File: src/pkg/drm_defines.vh
// Register offsets, field positions, reset values and timing counts for the
// line-side ring mode, dropout and call-progress monitor register bank.
// Assumes inclusion by bare name from the design files; holds definitions only.
`ifndef DRM_DEFINES_VH
`define DRM_DEFINES_VH

// ----------------------------------------------------------------------------
// Register indices; the byte address is four times the index
// ----------------------------------------------------------------------------
`define DRM_IDX_RING_MODE 8'h12
`define DRM_IDX_DROPOUT 8'h13
`define DRM_IDX_MON_RX 8'h14
`define DRM_IDX_MON_TX 8'h15
`define DRM_IDX_CTRL 8'h16
`define DRM_IDX_IRQ_STATUS 8'h17
`define DRM_IDX_IRQ_MASK 8'h18
`define DRM_ADDR_W 12

// ----------------------------------------------------------------------------
// Field positions and reset values
// ----------------------------------------------------------------------------
`define DRM_BIT_FULLWAVE 1
`define DRM_BIT_DROPOUT 1
`define DRM_BIT_VALID_EN 0
`define DRM_RST_FULLWAVE 1'b0
`define DRM_RST_MON_LO 4'h0
`define DRM_RST_MON_HI 4'h4
`define DRM_RST_MON_TX 8'h40
`define DRM_RST_CTRL 1'b0
`define DRM_RST_MASK 3'h0
`define DRM_IRQ_RING 0
`define DRM_IRQ_DROP 1
`define DRM_IRQ_SHOT 2
`define DRM_IRQ_W 3

// ----------------------------------------------------------------------------
// Timing: one-shot length
// ----------------------------------------------------------------------------
`define DRM_CLK_HZ 50000000
`define DRM_ONESHOT_S 5
// Five seconds at 50 MHz, sized to the 28-bit one-shot counter
`define DRM_ONESHOT_CYC 28'd250000000

`endif

File: src/core/drm_oneshot.v
// Retriggerable-proof ring threshold one-shot with a fixed-length timeout.
// Assumes a synchronised threshold input on the pclk domain.
`timescale 1ns/1ps
`include "drm_defines.vh"

module drm_oneshot #(
	parameter CNT_W = 28,
	parameter [CNT_W-1:0] LENGTH = `DRM_ONESHOT_CYC
) (
	// Clock and reset
	input wire pclk,
	input wire presetn,
	// Trigger and pulse
	input wire trigger,
	output reg pulse,
	output reg expired
);
	reg [CNT_W-1:0] count; // Cycles left in the pulse
	reg trigger_d; // Previous trigger, for edge detection

	// ------------------------------------------------------------------------
	// Pulse timer
	// ------------------------------------------------------------------------
	// Starts on a rising crossing, ignores further crossings until timeout
	always @(posedge pclk or negedge presetn) begin
		if (!presetn) begin
			count <= {CNT_W{1'b0}};
			pulse <= 1'b0;
			trigger_d <= 1'b0;
			expired <= 1'b0;
		end else begin
			trigger_d <= trigger;
			expired <= 1'b0;
			if (pulse) begin
				// Only the counter ends the pulse
				if (count == {{(CNT_W-1){1'b0}}, 1'b1}) begin
					pulse <= 1'b0;
					expired <= 1'b1;
				end
				count <= count - {{(CNT_W-1){1'b0}}, 1'b1};
			end else if (trigger && !trigger_d) begin
				pulse <= 1'b1; // Unqualified start at threshold
				count <= LENGTH;
			end
		end
	end
endmodule // drm_oneshot

File: src/core/drm_regs.v
// APB register bank: ring detector mode, dropout status and call-progress
// monitor levels, with ring-detect selection and monitor mixing.
// Assumes all inputs from the analog side are asynchronous to pclk.
//
// Design decision made here: the APB slave port.
`timescale 1ns/1ps
`include "drm_defines.vh"

module drm_regs #(
	parameter SAMPLE_W = 16,
	parameter CNT_W = 28,
	parameter [CNT_W-1:0] ONESHOT_CYCLES = `DRM_ONESHOT_CYC
) (
	// Clock and reset
	input wire pclk,
	input wire presetn,
	// APB slave
	input wire psel,
	input wire penable,
	input wire pwrite,
	input wire [`DRM_ADDR_W-1:0] paddr,
	input wire [31:0] pwdata,
	output wire pready,
	output reg [31:0] prdata,
	output wire pslverr,
	// Analog side indications (asynchronous)
	input wire ring_halfwave_in,
	input wire ring_fullwave_in,
	input wire ring_envelope_in,
	input wire ring_threshold_in,
	input wire line_dropout_in,
	// Monitor samples (pclk domain, signed)
	input wire [SAMPLE_W-1:0] rx_sample,
	input wire [SAMPLE_W-1:0] tx_sample,
	// Outputs
	output reg ring_detect_flag,
	output reg ring_fullwave_select,
	output reg [SAMPLE_W-1:0] call_progress_output,
	output wire irq
);
	// ------------------------------------------------------------------------
	// Functions
	// ------------------------------------------------------------------------
	// Linear scale: code 0x40 is unity, so product shifted by six
	function [SAMPLE_W+1:0] mon_scale;
		input [SAMPLE_W-1:0] s;
		input [7:0] code;
		reg signed [SAMPLE_W+8:0] prod;
		begin
			prod = $signed(s) * $signed({1'b0, code});
			mon_scale = prod[SAMPLE_W+7:6];
		end
	endfunction

	// Register byte address match
	function addr_is;
		input [`DRM_ADDR_W-1:0] a;
		input [7:0] idx;
		begin
			addr_is = (a == {{(`DRM_ADDR_W-10){1'b0}}, idx, 2'b00});
		end
	endfunction

	// ------------------------------------------------------------------------
	// Storage
	// ------------------------------------------------------------------------
	reg [7:0] monitor_rx_level; // Receive path monitor level
	reg [7:0] monitor_tx_level; // Transmit path monitor level
	reg ring_validation_enable; // Control bit of an added register
	reg line_dropout_flag; // Synchronised dropout status
	reg [`DRM_IRQ_W-1:0] irq_status; // Sticky event bits
	reg [`DRM_IRQ_W-1:0] irq_mask; // Enable per event bit
	reg [4:0] sync1; // First synchroniser stage
	reg [4:0] sync2; // Second synchroniser stage
	reg ring_flag_d; // Previous flag for edge event
	reg drop_d; // Previous dropout for edge event
	wire shot_pulse; // One-shot output
	wire shot_expired; // One-shot timeout strobe
	wire wr_en; // Write access phase
	wire [SAMPLE_W+2:0] mix; // Sum of both scaled paths
	wire [SAMPLE_W+1:0] rx_scaled; // Receive path after its level
	wire [SAMPLE_W+1:0] tx_scaled; // Transmit path after its level
	reg next_ring_flag; // Selected ring indication
	reg [`DRM_IRQ_W-1:0] next_irq_status; // Status after set and clear

	assign wr_en = psel && penable && pwrite;
	assign pready = 1'b1; // Zero wait states
	assign pslverr = 1'b0; // Unmapped reads return zero, writes ignored
	assign irq = |(irq_status & irq_mask);

	// ------------------------------------------------------------------------
	// Input synchronisers
	// ------------------------------------------------------------------------
	// Two flops per asynchronous line; only sync2 is read downstream
	always @(posedge pclk or negedge presetn) begin
		if (!presetn) begin
			sync1 <= 5'h00;
			sync2 <= 5'h00;
		end else begin
			sync1 <= {line_dropout_in, ring_threshold_in, ring_envelope_in,
				ring_fullwave_in, ring_halfwave_in};
			sync2 <= sync1;
		end
	end

	// ------------------------------------------------------------------------
	// Threshold one-shot
	// ------------------------------------------------------------------------
	drm_oneshot #(
		.CNT_W(CNT_W),
		.LENGTH(ONESHOT_CYCLES)
	) u_oneshot (
		.pclk(pclk),
		.presetn(presetn),
		.trigger(sync2[3]),
		.pulse(shot_pulse),
		.expired(shot_expired)
	);

	// ------------------------------------------------------------------------
	// Ring-detect source selection
	// ------------------------------------------------------------------------
	always @* begin
		case ({ring_validation_enable, ring_fullwave_select})
		2'b00: next_ring_flag = sync2[0]; // Half-wave rectifier
		2'b01: next_ring_flag = sync2[1]; // Full-wave rectifier
		2'b10: next_ring_flag = sync2[2]; // Validated envelope
		2'b11: next_ring_flag = shot_pulse; // Unqualified one-shot
		default: next_ring_flag = 1'b0;
		endcase
	end

	// ------------------------------------------------------------------------
	// Status flags and sticky events
	// ------------------------------------------------------------------------
	// Hardware set beats a same-cycle write-one-to-clear
	always @* begin
		next_irq_status = irq_status;
		if (wr_en && addr_is(paddr, `DRM_IDX_IRQ_STATUS)) begin
			next_irq_status = irq_status & ~pwdata[`DRM_IRQ_W-1:0];
		end
		if (next_ring_flag && !ring_flag_d) begin
			next_irq_status[`DRM_IRQ_RING] = 1'b1;
		end
		if (sync2[4] && !drop_d) begin
			next_irq_status[`DRM_IRQ_DROP] = 1'b1;
		end
		if (shot_expired) begin
			next_irq_status[`DRM_IRQ_SHOT] = 1'b1;
		end
	end

	always @(posedge pclk or negedge presetn) begin
		if (!presetn) begin
			ring_detect_flag <= 1'b0;
			ring_flag_d <= 1'b0;
			line_dropout_flag <= 1'b0;
			drop_d <= 1'b0;
			irq_status <= {`DRM_IRQ_W{1'b0}};
		end else begin
			ring_detect_flag <= next_ring_flag;
			ring_flag_d <= next_ring_flag;
			line_dropout_flag <= sync2[4]; // Status only, no write path
			drop_d <= sync2[4];
			irq_status <= next_irq_status;
		end
	end

	// ------------------------------------------------------------------------
	// Register writes
	// ------------------------------------------------------------------------
	// Each register written alone; others untouched
	always @(posedge pclk or negedge presetn) begin
		if (!presetn) begin
			ring_fullwave_select <= `DRM_RST_FULLWAVE;
			monitor_rx_level <= {`DRM_RST_MON_HI, `DRM_RST_MON_LO};
			monitor_tx_level <= `DRM_RST_MON_TX;
			ring_validation_enable <= `DRM_RST_CTRL;
			irq_mask <= `DRM_RST_MASK;
		end else if (wr_en) begin
			if (addr_is(paddr, `DRM_IDX_RING_MODE)) begin
				ring_fullwave_select <= pwdata[`DRM_BIT_FULLWAVE];
			end
			if (addr_is(paddr, `DRM_IDX_MON_RX)) begin
				monitor_rx_level <= pwdata[7:0];
			end
			if (addr_is(paddr, `DRM_IDX_MON_TX)) begin
				monitor_tx_level <= pwdata[7:0];
			end
			if (addr_is(paddr, `DRM_IDX_CTRL)) begin
				ring_validation_enable <= pwdata[`DRM_BIT_VALID_EN];
			end
			if (addr_is(paddr, `DRM_IDX_IRQ_MASK)) begin
				irq_mask <= pwdata[`DRM_IRQ_W-1:0];
			end
		end
	end

	// ------------------------------------------------------------------------
	// Register reads
	// ------------------------------------------------------------------------
	// Reserved bits read zero; software must not rely on them
	always @(posedge pclk or negedge presetn) begin
		if (!presetn) begin
			prdata <= 32'h00000000;
		end else if (psel && !penable && !pwrite) begin
			prdata <= 32'h00000000;
			if (addr_is(paddr, `DRM_IDX_RING_MODE)) begin
				prdata[`DRM_BIT_FULLWAVE] <= ring_fullwave_select;
			end
			if (addr_is(paddr, `DRM_IDX_DROPOUT)) begin
				prdata[`DRM_BIT_DROPOUT] <= line_dropout_flag;
			end
			if (addr_is(paddr, `DRM_IDX_MON_RX)) begin
				prdata[7:0] <= monitor_rx_level;
			end
			if (addr_is(paddr, `DRM_IDX_MON_TX)) begin
				prdata[7:0] <= monitor_tx_level;
			end
			if (addr_is(paddr, `DRM_IDX_CTRL)) begin
				prdata[`DRM_BIT_VALID_EN] <= ring_validation_enable;
			end
			if (addr_is(paddr, `DRM_IDX_IRQ_STATUS)) begin
				prdata[`DRM_IRQ_W-1:0] <= irq_status;
			end
			if (addr_is(paddr, `DRM_IDX_IRQ_MASK)) begin
				prdata[`DRM_IRQ_W-1:0] <= irq_mask;
			end
		end
	end

	// ------------------------------------------------------------------------
	// Call-progress monitor mix
	// ------------------------------------------------------------------------
	// Code zero gives a zero product, so each path mutes alone
	assign rx_scaled = mon_scale(rx_sample, monitor_rx_level);
	assign tx_scaled = mon_scale(tx_sample, monitor_tx_level);
	// Sign-extend each path by one bit so the sum cannot wrap
	assign mix = {rx_scaled[SAMPLE_W+1], rx_scaled}
		+ {tx_scaled[SAMPLE_W+1], tx_scaled};

	// Saturate rather than wrap: a wrap is a loud click on the monitor
	always @(posedge pclk or negedge presetn) begin
		if (!presetn) begin
			call_progress_output <= {SAMPLE_W{1'b0}};
		end else if (mix[SAMPLE_W+2] != mix[SAMPLE_W-1] ||
			mix[SAMPLE_W+1] != mix[SAMPLE_W-1] ||
			mix[SAMPLE_W] != mix[SAMPLE_W-1]) begin
			call_progress_output <= {mix[SAMPLE_W+2], {(SAMPLE_W-1){~mix[SAMPLE_W+2]}}};
		end else begin
			call_progress_output <= mix[SAMPLE_W-1:0]; // Next sample uses new level
		end
	end
endmodule // drm_regs

File: config.mk
export PLATFORM = sky130hd
export DESIGN_NAME = drm_regs
export DESIGN_NICKNAME = d
export VERILOG_FILES = /design/src/core/drm_oneshot.v /design/src/core/drm_regs.v
export VERILOG_INCLUDE_DIRS = /design/src /design/src/pkg
export SDC_FILE = /design/constraint.sdc
export NUM_CORES = 1
export LEC_CHECK = 0
export ABC_AREA = 1
export BUFFER_PORTS_ARGS = -buffer_cell sky130_fd_sc_hd__buf_2
export CORE_MARGIN = 2
export CORE_UTILIZATION = 35
export DETAILED_ROUTE_END_ITERATION = 16
export HOLD_SLACK_MARGIN = 0.1
export PLACE_DENSITY_LB_ADDON = 0.1
export SETUP_SLACK_MARGIN = 0.4
export SLEW_MARGIN = 20
export SYNTH_ARGS = -nofsm -noshare
export SYNTH_HDL_FRONTEND = slang
export SYNTH_SLANG_ARGS = --single-unit
File: constraint.sdc
create_clock -name pclk -period 16.5 [get_ports pclk]
set_input_delay 0 -clock pclk [delete_from_list [all_inputs] [get_ports pclk]]
set_output_delay 0 -clock pclk [all_outputs]
set_load 0.01 [all_outputs]
==> out/metrics.yaml <==
overflow: 0
cts_resized: 0
dieWidth_um: 210.1
cts_sinks: 91
ys_types: 49
dp_hpwl_um: 30810
power.leakage_uw: 0.009918
final_nets: 2493
grt_pass1_wl_um: 63490
io-pin-count: 139
drv_slew: 0
diodes: 0
synthCells: 2052
final_cell_mix: "inv_1 (553), nand2_1 (505), fa_1 (199), ha_1 (106), nand3_1 (102)"
row_count: 75
die_h_um: 210.1
dr_total_vias: 12180
syn_area_um2: 14870
dr.pass1.iters: 5
critPathArrivalTime_ps: 7100
cts_tree: "done"
crit_family: "adder cells"
whs_ps: 142.6
period_minus_slack_ps: 6879
grt_max_degree: 77
drive_gt1_share_pct: 6.550
dieArea_um2: 44150
ys_seq_area_share_pct: 15.33
setup_viol_count_final: 0
timing.final.crit_share_pct: 41.69
worst_ep_required_time_ps: 16720
critPathKind: "flop to flop"
fin_setup_tns_ps: 0
synth_top_area_cell: "fa_1"
synth_ff_type: "dfrtp_1"
path_buf_inv: 6
cts_made_buffers: 9
end_kind: "flop"
yosys_warnings: 0
antenna_found_initial: 0
ir_drop_mv: 0.05350
core_um2: 41950
yosys-top-cells-area: "fa_1 (27%), dfrtp_1 (15%), inv_1 (14%)"
synth_top_area_share_pct: 26.79
drtAntennaViolNets: 0
syn_area_per_cell_um2: 7.247
maxCapViolCount: 0
fin_worst_skew_ps: 7.420
cts_buffer_depth: 2
p_total_uw: 623.7
routed_via_density: 4.602
wl_per_cell_um: 13.94
maxSlewHeadroom_pct: 33.32
crit_top_cell: "inv_1"
drc: 0
syn_to_final_growth_pct: 8.666
final_hold_viol_count: 0
drt_iter0_drc: 471
clock_latency_ps: 340
rsz0062_at_grt: "no"
cp-start-kind: "flop"
synth-edff-count: 0
gp_congestion: 0.8205
hp-class: "primary input to flop"
cp_max_fo: 17
status: "finished clean"
slowest_stage: "dfrtp_1"
grt_pass1_vias: 12890
reg2reg_slack_ps: 9620
layout_commonest_cell: "inv_1"
worst_slew_pin_slew_ps: 1000
clk_pin_slew_ps: 60
fmax_mhz: 145.4
clockRootBuffer: "clkbuf_16"
h-tree-depth: 3
p_per_area_nw_per_um2: 38.59
max_stage_delay_ps: 850
async_flop_share_pct: 100.0
track_usage_pct: 17.56
wirelength_um: 36900
synth_seq_cells: 91
start_util_pct: 35.45
io_buffers: 88
==> sequential cells by signal, summed over array words and instances (netlist names), 3 cells and up <==
signal and cells:
sync2 5, monitor_rx_level 8, monitor_tx_level 8, irq_status 3, irq_mask 3, call_progress_output 16, u_oneshot.count 28, sync1 5
prdata 8
==> worst paths after layout <==
| path | startpoint | to | cells past startpoint |
|---|---|---|---|
| max | monitor_rx_level[0]$_DFFE_PN0P_ | call_progress_output[0]$_DFF_PN0_ | 27 |
| min | penable | prdata[2]$_DFFE_PN0P_ | 5 |
| max reg2reg | monitor_rx_level[0]$_DFFE_PN0P_ | call_progress_output[0]$_DFF_PN0_ | 27 |
| min reg2reg | sync1[3]$_DFF_PN0_ | sync2[3]$_DFF_PN0_ | 0 |
| max in group asynchronous | presetn | prdata[7]$_DFFE_PN0P_ | 3 |
| min in group asynchronous | presetn | irq_status[1]$_DFFE_PN0P_ | 3 |
==> what timing repair did <==
action	4_1_cts	5_1_grt
endpoints found under the hold margin	42	0
setup buffers	0	0
hold buffers	18	0
==> stage by stage <==
step           setup WS, ps  std cells  utilization [%]  area (um2)
3_5_place_dp           9527       2612            37.26       15630
6_report               9621       2646            38.52       16160
2_1_floorplan         10660       2076                -       14960
3_3_place_gp           9622       2612            37.26       15630
5_1_grt                8990       2646            38.52       16160
4_1_cts                9546       2646            38.52       16160
==> report_power, final <==
group          leakage, uW  total [uW]  switching [uW]  internal [uW]
logic              0.00861         112            74.0           38.3
clock network     0.000170         242            88.9            153
registers          0.00113         269            21.8            248
total              0.00992         624             185            439
==> cells in the mapped netlist, types with 4 or more instances <==
library cell    n
buf_4          28
xor2_1         30
buf_1          10
o21ai_0        74
a21o_1          7
xnor2_1        23
nand3_1       102
dfrtp_1        89
ha_1          106
buf_2           7
nand4_1        17
nor3_1         20
nor2_1         91
nand2_4         4
nand3_2         4
a31oi_1         8
fa_1          199
clkbuf_1       48
nand2_1       505
a21oi_1        59
a211oi_1        5
o21bai_1        8
inv_1         553
nand2_2         6
nor4_1          6
==> cell type report <==
class	instances	area, um2
Clock buffer	11	242.7
Clock inverter	5	107.6
Fill cell	4476	25790
Inverter	556	2087
Multi-Input combinational cell	1334	10110
Sequential cell	91	2280
Tap cell	539	674.4
Timing Repair Buffer	110	653.1
==> cells by family (layout without fill, tap and decap cells) <==
| family | after synthesis | in the layout | synth area share (%) |
|---|---|---|---|
| AOI/OAI and AO/OA | 176 | 176 | 6.529 |
| xor gates and xnor gates | 53 | 53 | 3.122 |
| adders and majority gates | 305 | 305 | 35.71 |
| buffers and inverters | 651 | 682 | 17.26 |
| DFF | 91 | 91 | 15.33 |
| muxes | 1 | 1 | 0.06731 |
| other | 2 | 26 | 0.05050 |
| and+or+nand+nor | 773 | 773 | 21.94 |
==> per-layer routing <==
metal | track usage, % | wire [um] | vias to the layer above
met1 | 24.94 | 18550 | 5838
li1 | - | - | 6104
met3 | 1.058 | 1102 | 27
met5 | 0 | 0 | -
met4 | 3.130 | 400 | 0
met2 | 29.88 | 16850 | 208
==> worst reg2reg max path, delay by kind of cell, from the launching register on <==
family	cells	cell delay, ps
compound gates	2	390
xor+xnor	1	320
fa+ha+maj	6	3070
buf+inv	6	470
flops	1	850
simple gates	12	1630
(Power assumes the default switching activity.)
